$ cat src/emma_defines.svh
// constants of the exponent / min-max / modify-decrement datapath slice
// assumes a single 100 MHz core clock and an AHB-Lite register bus
// Overview of operation
// - exponent equals leading sign bit count minus one
// - exponent adjust writes the smallest of sample exponents and reference
// - reference and result are unsigned 16-bit values in a low half
// - exponents range 0 to 31; 31 for 32-bit, 15 for 16-bit samples
// - samples are a full word, one half, or both halves together
// - zero and minus one samples yield the largest exponent, 31 or 15
// - exponent adjust touches only the destination low half and, of the flags, only clears reject
// - maximum writes the more positive of two signed words
// - minimum writes the source closest to negative infinity
// - max and min set zero and negative, clear overflow and reject, keep the rest
// - accumulator decrement saturates to 40 bits by default
// - with the 32-bit option it saturates to 32 bits, sign extended
// - pointer and index decrements write the plain difference; of the flags they only clear reject
// - accumulator decrement sets zero, negative and carry flags
// - overflow flag follows overflow; its sticky copy is only ever set
// - pointer/index forms are 16-bit, accumulator forms 32-bit
// - eight data, eight pointer, four index and four modify registers
// - 16-bit decrement forms are refused inside a parallel group
// - 32-bit forms may issue within a parallel group
`ifndef EMMA_DEFINES_SVH
`define EMMA_DEFINES_SVH

// ------------------------------------------------------------
// register byte offsets
// ------------------------------------------------------------
`define EMMA_OFF_CMD     8'h00
`define EMMA_OFF_FLAGS   8'h04
`define EMMA_OFF_A0_LO   8'h08
`define EMMA_OFF_A0_HI   8'h0c
`define EMMA_OFF_A1_LO   8'h10
`define EMMA_OFF_A1_HI   8'h14
`define EMMA_OFF_DREG    8'h40
`define EMMA_OFF_PREG    8'h60
`define EMMA_OFF_IREG    8'h80
`define EMMA_OFF_MREG    8'h90

// ------------------------------------------------------------
// flag bit positions and reset value
// ------------------------------------------------------------
`define EMMA_FLG_ZERO    0
`define EMMA_FLG_NEG     1
`define EMMA_FLG_CARRY   2
`define EMMA_FLG_AOVF    3
`define EMMA_FLG_ASTICKY 4
`define EMMA_FLG_OVF     5
`define EMMA_FLG_REJECT  6
`define EMMA_FLG_W       7
`define EMMA_FLG_RESET   7'h00

// ------------------------------------------------------------
// sample forms
// ------------------------------------------------------------
`define EMMA_FORM_WORD   2'h0
`define EMMA_FORM_HALF   2'h1
`define EMMA_FORM_BOTH   2'h2

`endif

$ cat src/emma_pkg.sv
// types of the exponent / min-max / modify-decrement datapath slice
// assumes emma_defines.svh for offsets, flag positions and forms; op codes are set here
package emma_pkg;

    // operation codes carried in the command word
    typedef enum logic [3:0] {
        EMMA_OP_NONE   = 4'h0,
        EMMA_OP_EXPADJ = 4'h1,
        EMMA_OP_MAX    = 4'h2,
        EMMA_OP_MIN    = 4'h3,
        EMMA_OP_ADEC   = 4'h4,
        EMMA_OP_PDEC   = 4'h5,
        EMMA_OP_IDEC   = 4'h6
    } emma_op_e;

    // command word, high bit first
    typedef struct packed {
        logic [12:0] spare;
        logic        len32;
        logic        parallel;
        logic        half_hi;
        logic [1:0]  form;
        logic        sat32;
        logic [2:0]  src1;
        logic [2:0]  src0;
        logic [2:0]  dest;
        emma_op_e    op;
    } emma_cmd_s;

    // arithmetic status
    typedef struct packed {
        logic reject;
        logic ovf;
        logic acc_zero_overflow_sticky;
        logic acc_zero_overflow_flag;
        logic carry_out_flag;
        logic negative_result_flag;
        logic zero_result_flag;
    } emma_flags_s;

endpackage

$ cat src/emma_alu.sv
// exponent adjust, max, min and modify-decrement slice with its register file
// assumes an AHB-Lite master issuing single word transfers; one clock domain
`timescale 1ns/1ps
`default_nettype none
`include "emma_defines.svh"

module emma_alu
    import emma_pkg::*;
#(
    parameter int DATA_W = 32,
    parameter int NUM_D  = 8,
    parameter int NUM_P  = 8,
    parameter int NUM_IM = 4
) (
    // clock and reset
    input  wire logic        clk,
    input  wire logic        reset_n,
    // ahb-lite slave
    input  wire logic        hsel,
    input  wire logic [31:0] haddr,
    input  wire logic [1:0]  htrans,
    input  wire logic        hwrite,
    input  wire logic [2:0]  hsize,
    input  wire logic [31:0] hwdata,
    input  wire logic        hready,
    output logic             hreadyout,
    output logic             hresp,
    output logic [31:0]      hrdata
);

    // ------------------------------------------------------------
    // elaboration checks
    // ------------------------------------------------------------
    if (DATA_W != 32 || NUM_D != 8 || NUM_P != 8 || NUM_IM != 4) begin : g_chk
        $error("emma_alu: register set dimensions are fixed");
    end

    // ------------------------------------------------------------
    // register file
    // ------------------------------------------------------------
    logic [31:0] dreg_q [NUM_D];
    logic [31:0] preg_q [NUM_P];
    logic [31:0] ireg_q [NUM_IM];
    logic [31:0] mreg_q [NUM_IM];
    logic [39:0] acc0_q;
    logic [39:0] acc1_q;
    emma_flags_s flags_q;

    // ------------------------------------------------------------
    // bus address and data phase
    // ------------------------------------------------------------
    logic        dp_valid_q;
    logic        dp_write_q;
    logic [7:0]  dp_addr_q;
    logic        rd_wait_q;
    logic [31:0] rdata_q;
    logic [31:0] rd_mux;

    wire addr_take = hsel & hready & htrans[1];
    wire wr_now    = dp_valid_q & dp_write_q;
    wire rd_now    = dp_valid_q & ~dp_write_q;

    assign hreadyout = ~(rd_now & ~rd_wait_q);
    assign hresp     = 1'b0;
    assign hrdata    = rdata_q;

    always_ff @(posedge clk or negedge reset_n) begin
        if (!reset_n) begin
            dp_valid_q <= 1'b0;
            dp_write_q <= 1'b0;
            dp_addr_q  <= 8'h00;
        end else if (hreadyout) begin
            dp_valid_q <= addr_take;
            dp_write_q <= hwrite;
            dp_addr_q  <= haddr[7:0];
        end
    end

    // reads take one wait state so that data comes from a flop
    always_ff @(posedge clk or negedge reset_n) begin
        if (!reset_n) begin
            rd_wait_q <= 1'b0;
            rdata_q   <= 32'h0000_0000;
        end else begin
            rd_wait_q <= rd_now & ~rd_wait_q;
            if (rd_now & ~rd_wait_q) begin
                rdata_q <= rd_mux;
            end
        end
    end

    // ------------------------------------------------------------
    // address decode
    // ------------------------------------------------------------
    wire [2:0] sel8 = dp_addr_q[4:2];
    wire [1:0] sel4 = dp_addr_q[3:2];
    wire hit_cmd   = dp_addr_q == `EMMA_OFF_CMD;
    wire hit_flags = dp_addr_q == `EMMA_OFF_FLAGS;
    wire hit_a0lo  = dp_addr_q == `EMMA_OFF_A0_LO;
    wire hit_a0hi  = dp_addr_q == `EMMA_OFF_A0_HI;
    wire hit_a1lo  = dp_addr_q == `EMMA_OFF_A1_LO;
    wire hit_a1hi  = dp_addr_q == `EMMA_OFF_A1_HI;
    wire hit_d     = dp_addr_q[7:5] == `EMMA_OFF_DREG >> 5;
    wire hit_p     = dp_addr_q[7:5] == `EMMA_OFF_PREG >> 5;
    wire hit_i     = dp_addr_q[7:4] == `EMMA_OFF_IREG >> 4;
    wire hit_m     = dp_addr_q[7:4] == `EMMA_OFF_MREG >> 4;

    assign rd_mux = hit_flags ? {25'h0, flags_q} :
                    hit_a0lo  ? acc0_q[31:0] :
                    hit_a0hi  ? {24'h0, acc0_q[39:32]} :
                    hit_a1lo  ? acc1_q[31:0] :
                    hit_a1hi  ? {24'h0, acc1_q[39:32]} :
                    hit_d     ? dreg_q[sel8] :
                    hit_p     ? preg_q[sel8] :
                    hit_i     ? ireg_q[sel4] :
                    hit_m     ? mreg_q[sel4] : 32'h0000_0000;

    // ------------------------------------------------------------
    // command decode and issue legality
    // ------------------------------------------------------------
    emma_cmd_s cmd;
    assign cmd = hwdata;

    wire cmd_go   = wr_now & hit_cmd;
    wire is_short = cmd.op == EMMA_OP_PDEC || cmd.op == EMMA_OP_IDEC;
    wire is_long  = cmd.op == EMMA_OP_EXPADJ || cmd.op == EMMA_OP_MAX ||
                    cmd.op == EMMA_OP_MIN || cmd.op == EMMA_OP_ADEC;
    wire bad_form = cmd.op == EMMA_OP_EXPADJ && cmd.form == 2'h3;
    // short forms only as 16-bit, never grouped; long forms 32-bit, may group
    wire legal    = (is_short & ~cmd.len32 & ~cmd.parallel)
                  | (is_long & cmd.len32 & ~bad_form);
    wire exec     = cmd_go & legal;

    wire [31:0] src0 = dreg_q[cmd.src0];
    wire [31:0] src1 = dreg_q[cmd.src1];

    // ------------------------------------------------------------
    // exponent adjust
    // ------------------------------------------------------------
    // redundant sign bits of a word; a half is padded with an inverted
    // sign bit below it so the count stops at 15
    function automatic logic [4:0] exp_of(input logic [31:0] v);
        logic [4:0] n;
        logic       run;
        n   = 5'h00;
        run = 1'b1;
        for (int i = 30; i >= 0; i--) begin
            if (run && v[i] == v[31]) begin
                n = n + 5'h01;
            end else begin
                run = 1'b0;
            end
        end
        return n;
    endfunction

    wire [15:0] ref_exp = dreg_q[cmd.src1][15:0];
    wire [15:0] lo_half = src0[15:0];
    wire [15:0] hi_half = src0[31:16];
    wire [15:0] one_half = cmd.half_hi ? hi_half : lo_half;
    wire [4:0]  e_word = exp_of(src0);
    wire [4:0]  e_lo   = exp_of({lo_half, ~lo_half[15], 15'h0000});
    wire [4:0]  e_hi   = exp_of({hi_half, ~hi_half[15], 15'h0000});
    wire [4:0]  e_one  = exp_of({one_half, ~one_half[15], 15'h0000});
    wire [4:0]  e_both = (e_lo < e_hi) ? e_lo : e_hi;
    wire [4:0]  e_samp = cmd.form == `EMMA_FORM_WORD ? e_word :
                         cmd.form == `EMMA_FORM_HALF ? e_one : e_both;
    wire [15:0] e_ext  = {11'h000, e_samp};
    wire [15:0] exp_res = (e_ext < ref_exp) ? e_ext : ref_exp;

    // ------------------------------------------------------------
    // maximum and minimum
    // ------------------------------------------------------------
    // signed compare equals the sign and flag test of src0 - src1
    wire        s0_lt = $signed(src0) < $signed(src1);
    wire [31:0] max_res = s0_lt ? src1 : src0;
    wire [31:0] min_res = s0_lt ? src0 : src1;
    wire [31:0] mm_res  = cmd.op == EMMA_OP_MAX ? max_res : min_res;

    // ------------------------------------------------------------
    // accumulator decrement
    // ------------------------------------------------------------
    wire [40:0] acc_true = {acc0_q[39], acc0_q} - {acc1_q[39], acc1_q};
    wire [40:0] acc_cy   = {1'b0, acc0_q} + {1'b0, ~acc1_q} + 41'h001;
    wire        ovf40    = acc_true[40] != acc_true[39];
    wire        ovf32    = ~(&acc_true[40:31] | ~|acc_true[40:31]);
    wire [39:0] sat40    = acc_true[40] ? 40'h80_0000_0000 : 40'h7f_ffff_ffff;
    wire [39:0] sat32    = acc_true[40] ? 40'hff_8000_0000 : 40'h00_7fff_ffff;
    wire        acc_ovf  = cmd.sat32 ? ovf32 : ovf40;
    wire [39:0] acc_res  = cmd.sat32 ? (ovf32 ? sat32 : {{8{acc_true[31]}}, acc_true[31:0]})
                                     : (ovf40 ? sat40 : acc_true[39:0]);

    // ------------------------------------------------------------
    // pointer and index decrement
    // ------------------------------------------------------------
    wire [1:0]  idx_d   = cmd.dest[1:0];
    wire [1:0]  idx_s   = cmd.src0[1:0];
    wire [31:0] p_res   = preg_q[cmd.dest] - preg_q[cmd.src0];
    wire [31:0] i_res   = ireg_q[idx_d] - mreg_q[idx_s];

    // ------------------------------------------------------------
    // write enables
    // ------------------------------------------------------------
    wire do_exp  = exec & cmd.op == EMMA_OP_EXPADJ;
    wire do_mm   = exec & (cmd.op == EMMA_OP_MAX || cmd.op == EMMA_OP_MIN);
    wire do_acc  = exec & cmd.op == EMMA_OP_ADEC;
    wire do_p    = exec & cmd.op == EMMA_OP_PDEC;
    wire do_i    = exec & cmd.op == EMMA_OP_IDEC;
    wire bus_d   = wr_now & hit_d;
    wire bus_p   = wr_now & hit_p;
    wire bus_i   = wr_now & hit_i;
    wire bus_m   = wr_now & hit_m;

    // ------------------------------------------------------------
    // register file update
    // ------------------------------------------------------------
    always_ff @(posedge clk or negedge reset_n) begin
        if (!reset_n) begin
            for (int k = 0; k < NUM_D; k++) begin
                dreg_q[k] <= 32'h0000_0000;
                preg_q[k] <= 32'h0000_0000;
            end
            for (int k = 0; k < NUM_IM; k++) begin
                ireg_q[k] <= 32'h0000_0000;
                mreg_q[k] <= 32'h0000_0000;
            end
        end else begin
            if (bus_d) begin
                dreg_q[sel8] <= hwdata;
            end
            if (do_exp) begin
                dreg_q[cmd.dest][15:0] <= exp_res;
            end
            if (do_mm) begin
                dreg_q[cmd.dest] <= mm_res;
            end
            if (bus_p) begin
                preg_q[sel8] <= hwdata;
            end
            if (do_p) begin
                preg_q[cmd.dest] <= p_res;
            end
            if (bus_i) begin
                ireg_q[sel4] <= hwdata;
            end
            if (do_i) begin
                ireg_q[idx_d] <= i_res;
            end
            if (bus_m) begin
                mreg_q[sel4] <= hwdata;
            end
        end
    end

    always_ff @(posedge clk or negedge reset_n) begin
        if (!reset_n) begin
            acc0_q <= 40'h00_0000_0000;
            acc1_q <= 40'h00_0000_0000;
        end else begin
            if (wr_now & hit_a0lo) begin
                acc0_q[31:0] <= hwdata;
            end
            if (wr_now & hit_a0hi) begin
                acc0_q[39:32] <= hwdata[7:0];
            end
            if (wr_now & hit_a1lo) begin
                acc1_q[31:0] <= hwdata;
            end
            if (wr_now & hit_a1hi) begin
                acc1_q[39:32] <= hwdata[7:0];
            end
            if (do_acc) begin
                acc0_q <= acc_res;
            end
        end
    end

    // ------------------------------------------------------------
    // flags
    // ------------------------------------------------------------
    emma_flags_s flags_d;
    always_comb begin
        flags_d = flags_q;
        if (wr_now & hit_flags) begin
            flags_d = hwdata[`EMMA_FLG_W-1:0];
        end
        if (cmd_go) begin
            flags_d.reject = ~legal;
        end
        if (do_mm) begin
            flags_d.zero_result_flag     = mm_res == 32'h0000_0000;
            flags_d.negative_result_flag = mm_res[31];
            flags_d.ovf                  = 1'b0;
        end
        if (do_acc) begin
            flags_d.zero_result_flag       = acc_res == 40'h00_0000_0000;
            flags_d.negative_result_flag   = acc_res[39];
            flags_d.carry_out_flag         = acc_cy[40];
            flags_d.acc_zero_overflow_flag = acc_ovf;
            if (acc_ovf) begin
                flags_d.acc_zero_overflow_sticky = 1'b1;
            end
        end
    end

    always_ff @(posedge clk or negedge reset_n) begin
        if (!reset_n) begin
            flags_q <= `EMMA_FLG_RESET;
        end else begin
            flags_q <= flags_d;
        end
    end

endmodule
`default_nettype wire

$ cat config.mk
export PLATFORM = sky130hd
export DESIGN_NAME = emma_alu
export DESIGN_NICKNAME = d
export VERILOG_FILES = /design/src/emma_pkg.sv /design/src/emma_alu.sv
export VERILOG_INCLUDE_DIRS = /design/src
export SDC_FILE = /design/constraint.sdc
export NUM_CORES = 2
export LEC_CHECK = 0
export BUFFER_PORTS_ARGS = -buffer_cell sky130_fd_sc_hd__buf_2
export CORE_MARGIN = 2
export CORE_UTILIZATION = 50
export CTS_BUF_LIST = sky130_fd_sc_hd__clkbuf_2 sky130_fd_sc_hd__clkbuf_4 sky130_fd_sc_hd__clkbuf_8
export CTS_CLUSTER_DIAMETER = 50
export DETAILED_ROUTE_END_ITERATION = 6
export GPL_ROUTABILITY_DRIVEN = 0
export PLACE_DENSITY = 0.66
export SLEW_MARGIN = 20
export SYNTH_ARGS = -nofsm -noshare
export SYNTH_HDL_FRONTEND = slang
export SYNTH_SLANG_ARGS = --single-unit
$ cat constraint.sdc
create_clock -name clk -period 25.2 [get_ports clk]
set_input_delay 1.26 -clock clk [delete_from_list [all_inputs] [get_ports clk]]
set_output_delay 1.26 -clock clk [all_outputs]
set_load 0.03 [all_outputs]
Word level (Yosys, flattened, before mapping) --
Index checks and enable logic that the tools add are counted.
Storage, ports and cells: register bits after elaboration 898, output and inout bits 34, word-level logic and storage cells 722, input bits 74
Operators by class: order comparisons 14, multiplexer cells 301, reduce and logical (&&, ||, !) cells 129, add/subtract/negate cells 110, bitwise logic cells 46, equality and inequality tests 82
Operators by type and width (number):
- bitwise mux 256 bit | 5
- 2-to-1 mux 256 bit | 5
- 2-to-1 mux 32 bit | 37
- binary-select mux 32 bit (select 3 bit) | 6
- 2-to-1 mux 5 bit | 110
- adder 5 x 1 -> 5 bit, second input constant | 105
- bitwise mux 128 bit | 3
- demux 32 bit (select 3 bit) | 3
- binary-select mux 32 bit (select 2 bit) | 4
- 2-to-1 mux 128 bit | 2
- 2-to-1 mux 40 bit | 6
- demux 32 bit (select 2 bit) | 2
- 2-to-1 mux 1 bit | 112
- logical AND 1 bit | 111
- equality test 1 bit | 64
- subtractor 32 bit | 2
- 2-to-1 mux 16 bit | 3
- adder 40 x 40 -> 41 bit | 1
- adder 41 x 1 -> 41 bit, second input constant | 1
- subtractor 40 x 40 -> 41 bit | 1
- zero test 40 bit | 1
- inverter 40 bit | 1
- zero test 32 bit | 1
- < comparator 32 bit | 1
- other kinds (33) | 95

Depth between registers and ports, before layout --
word-level depth 76, mapped depth 104, mapped depth without buffers 100

Worst setup path before layout --
Ideal clock, no wire load.
path kind input-to-reg, from in hwdata[7], to reg dreg_q[96] (netlist name), cell stages on the path 102, setup slack 3921 ps, path buffers 5, data arrival time 21196 ps, required time 25117 ps, path through buf_6 -> mux4_2 -> mux2i_1 -> inv_2 -> clkbuf_1 -> buf_2 -> buf_2 -> buf_1 -> or2_2 -> o22ai_1 -> ha_1 -> a21oi_1 -> nor2_1 -> ha_1 -> mux2_2 -> ha_1 -> a21oi_1 -> o21ai_0 -> [66 not listed] -> nor2_1 -> nor2_1 -> ha_1 -> nand2_1 -> maj3_1 -> nor2_2 -> xor3_1 -> xnor3_1 -> mux2i_1 -> mux2i_4 -> ha_1 -> nand2_1 -> a21oi_1 -> o2111ai_1 -> a2111o_1 -> mux2_2 -> o2bb2a_1 -> o22ai_1
Between the ends: longest elaborated chain between the ends 76
Ends and longest elaborated chain:
- start, declared | RTL line emma_alu.sv:24 | input wire logic [31:0] hwdata,
- inverter 3 -> 4 bit (not written as such) * | RTL line emma_alu.sv:134 | wire [31:0] src0 = dreg_q[cmd.src0];
- binary-select mux 32 bit (select 3 bit) * | RTL line emma_alu.sv:134
- 2-to-1 mux 32 bit (not written as such) * (2 in a row) | RTL line emma_alu.sv:134
- equality test 1 bit | RTL line emma_alu.sv:148 | if (run && v[i] == v[31]) begin
- 2-to-1 mux 1 bit | RTL line emma_alu.sv:148
- adder 5 x 1 -> 5 bit / logical AND 1 bit (equally long branches) | RTL line emma_alu.sv:149, emma_alu.sv:148
- 2-to-1 mux 5 bit / 2-to-1 mux 1 bit (equally long branches) | RTL line emma_alu.sv:148
- adder 5 x 1 -> 5 bit / logical AND 1 bit (equally long branches) | RTL line emma_alu.sv:149, emma_alu.sv:148
- [59 not listed]
- 2-to-1 mux 5 bit | RTL line emma_alu.sv:167 | cmd.form == `EMMA_FORM_HALF ? e_one : e_both;
- 2-to-1 mux 5 bit | RTL line emma_alu.sv:166 | wire [4:0] e_samp = cmd.form == `EMMA_FORM_WORD ? e_word :
- < comparator 5 x 16 -> 1 bit | RTL line emma_alu.sv:169 | wire [15:0] exp_res = (e_ext < ref_exp) ? e_ext : ref_exp;
- 2-to-1 mux 16 bit | RTL line emma_alu.sv:169
- bitwise mux 256 bit | RTL line emma_alu.sv:232 | dreg_q[cmd.dest][15:0] <= exp_res;
- 2-to-1 mux 256 bit | RTL line emma_alu.sv:231 | if (do_exp) begin
- bitwise mux 256 bit | RTL line emma_alu.sv:235 | dreg_q[cmd.dest] <= mm_res;
- 2-to-1 mux 256 bit * | RTL line emma_alu.sv:234 | if (do_mm) begin
- end signal, assigned by index | RTL line emma_alu.sv:229 | dreg_q[sel8] <= hwdata;
- end signal, assigned by index | RTL line emma_alu.sv:232
- end signal, assigned by index | RTL line emma_alu.sv:235
- end, declared | RTL line emma_alu.sv:41 | logic [31:0] dreg_q [NUM_D];
Mark *: on every way between the ends. The rest lies on a longest branch, timed or not. The select of a mux whose other input is x is not followed. A chain may end at the register's enable or synchronous reset.

Final worst setup path --
from in hwdata[7], to reg dreg_q[98] (netlist name)
Same word-level chain as after synthesis.

==> flow_metrics.tcl <==
set metrics [dict create \
    status "finished, final reports clean" \
    synthArstFlopShare 1.00 \
    slew_headroom 0.159 \
    synth_edf_count 0 \
    routed_wl_mm 246 \
    finalCritPeriodShare 0.908 \
    synth_commonest_cells "dfrtp_1, a21oi_1, mux4_2" \
    path_delay_family "adder cells" \
    clkSinkCount 898 \
    drv_slew 0 \
    worstMarginPinSlew_ps 1250 \
    n_fill_cell 11800 \
    ys_seq_area_frac 0.328 \
    crit_arrival_ps 23660 \
    synth.cell_area_mm2 0.0685 \
    clk_pin_slew_ps 60 \
    setup_viol 0 \
    ys.flop_type "dfrtp_1" \
    finalHoldViolCount 0 \
    slowest_delay_ps 650 \
    ys_ff_latch 898 \
    leakagePower_nw 32.5 \
    die_x_um 374 \
    io_pins 108 \
    setup_tns_ps 0 \
    synth_largest_area_cell "dfrtp_1" \
    worstPathRequired_ps 25970 \
    end_kind "flip-flop" \
    grt_overflow_total 0 \
    grt_setup_unrepaired "no" \
    drive_gt1_frac 0.234 \
    cp-start-kind "primary input" \
    crit_fanout 42 \
    grt_max_degree 91 \
    clk_latency_ps 950 \
    drc 0 \
    power.total_mw 4.97 \
    syn_nets 7043 \
    htreeDepth 4 \
    ys_warn_count 0 \
    crit_type "primary input to flip-flop" \
    initial_core_util 0.505 \
    ys_top_cells_by_area "dfrtp_1, mux4_2, mux2_2, a21oi_1, a211oi_1" \
    dpl.hpwl_mm 155 \
    clock_skew_ps 59.1 \
    syn_avg_cell_area_um2 10.1 \
    gr-usage-all-layers 0.346 \
    cts_setup_buffers 0 \
    vias_per_cell 7.00 \
    cts.path.max_buffers 3 \
    io_buffer_count 78 \
    core_mm2 0.136 \
    initialDrtViolationCount 7576 \
    cap_violations 0 \
    vdd_drop_max_mv 0.0512 \
    cts_buffers 166 \
    cts_tree "done" \
    grt_antenna_before_repair 13 \
    dieArea_mm2 0.140 \
    num_rows 135 \
    ant_nets 0 \
    synth.most_common_cell "dfrtp_1" \
    grt_pass1_wl_mm 368 \
    min_period_ps 22890 \
    nNetsFinal 6859 \
    worst-path-buf-inv 8 \
    cts_hold_buf 0 \
    power.density_mw_per_mm2 67.1 \
    ys_types 107 \
    wire_per_inst_um 28.9 \
    areaGrowthSynthToFinish_pct 8.12 \
    clockRootBuffer "clkbuf_8" \
    grt_pass1_vias 57500 \
    fp.dieH_um 374 \
    cts_resized 0 \
    timing.fmax_mhz 43.7 \
    via_count 59500 \
    netlist_instances 6771 \
    synth_top_area_frac 0.328 \
    slowest_stage "a22oi_2" \
    dr.pass1.iters 6 \
    worstHoldPathType "primary input to asynchronous set/reset pin" \
    cpMostUsedCell "ha_1" \
]
[placed cells by master (no fill, tap or decap), drive strengths merged, types with 9 or more instances in the layout]
cell       n
o22ai     61
dfrtp    898
or3       26
maj3      12
buf      218
o22a      10
o21a      25
o31ai     10
nand2    380
o21ai    282
nor2b    324
and3     141
nand3    144
a211oi   446
nor3b      9
a22oi     45
xor2      64
or2       21
clkinv    19
clkbuf   263
a21boi    30
xnor2    128
a31oi     26
mux2i    235
inv      206
nor2     460
o2111ai    9
a21oi    697
nand2b    39
nor3      68
a21o      41
ha       195
nor4      10
xnor3     10
a221oi    30
mux2     402
mux4     519
a22o      11
nand4     24
and2      37
[worst paths after layout]
kind                            slack [ps]                       end                      from  depth (start not counted)
worst max-delay path                  2310      dreg_q[98]$_DFF_PN0_                 hwdata[7]                         98
worst min-delay path                   300    hrdata[22]$_DFFE_PN0P_                   reset_n                          1
worst max register to register        2760      dreg_q[98]$_DFF_PN0_      dreg_q[95]$_DFF_PN0_                         97
worst min register to register         460  dp_addr_q[0]$_DFFE_PN0N_  dp_addr_q[0]$_DFFE_PN0N_                          2
max in group asynchronous            21650     preg_q[234]$_DFF_PN0_                   reset_n                          4
min in group clk                       460  dp_addr_q[0]$_DFFE_PN0N_  dp_addr_q[0]$_DFFE_PN0N_                          2
[report_power, final]
part,switching (mW),total [mW],internal [mW]
sequential,0.101,1.65,1.55
clock,0.694,1.55,0.859
combinational,1.08,1.76,0.680
[worst register-to-register path, delay by kind of cell (launching register included)]
family | cells | cell delay, ps
XOR/XNOR | 2 | 610
AO/OA/AOI/OAI | 22 | 4830
flip-flops | 1 | 410
adder cells (fa/ha/maj) | 28 | 8180
multiplexers | 22 | 5350
AND/OR/NAND/NOR | 16 | 1820
buffers and inverters | 7 | 1140
[final cells by class]
| cell class | count | area [µm²] | share of cell area |
|---|---|---|---|
| Multi-Input combinational cell | 5099 | 43400 | 0.586 |
| Sequential cell | 898 | 22500 | 0.304 |
| Clock buffer | 261 | 3190 | 0.0430 |
| Tap cell | 1781 | 2230 | 0.0301 |
| Timing Repair Buffer | 220 | 1590 | 0.0214 |
| Inverter | 202 | 761 | 0.0103 |
| Clock inverter | 33 | 404 | 0.00546 |
| Antenna cell | 4 | 10.0 | 0.000135 |
[sequential cells by signal, summed over array words and instances, names as in the netlist]
signal	cells
dreg_q	256
preg_q	256
ireg_q	128
mreg_q	128
acc0_q	40
acc1_q	40
hrdata	32
dp_addr_q	8
flags_q	7
dp_valid_q	1
dp_write_q	1
rd_wait_q	1
[metal layers]
| metal | vias up | track usage | wire [µm] | part of all wire |
|---|---|---|---|---|
| met1 | 29900 | 0.471 | 94900 | 0.39 |
| met5 | - | 0 | 38 | 0.00015 |
| met2 | 3763 | 0.507 | 106000 | 0.43 |
| met3 | 690 | 0.102 | 32000 | 0.13 |
| li1 | 25100 | - | - | - |
| met4 | 6 | 0.167 | 12900 | 0.052 |
[metrics by stage]
stage	hold slack [ps]	utilization	worst slack, ps	std cells	area, µm²
6_report	298	0.546	2310	8498	74000
2_1_floorplan	430	-	3920	6771	68500
3_3_place_gp	444	0.519	2010	8199	70400
3_5_place_dp	448	0.519	1610	8199	70400
5_1_grt	345	0.546	730	8495	74000
4_1_cts	296	0.546	2540	8493	74000
[kinds of logic after synthesis]
| family | count (synthesis) | share of synthesized area |
|---|---|---|
| simple gates | 1711 | 0.123 |
| xor+xnor | 204 | 0.0289 |
| buf+inv | 774 | 0.0435 |
| fa+ha+maj | 210 | 0.0383 |
| mux | 1156 | 0.272 |
| flops | 898 | 0.328 |
| compound gates | 1817 | 0.166 |
| other cells | 1 | 0.0000548 |
(Power assumes the default switching activity.)
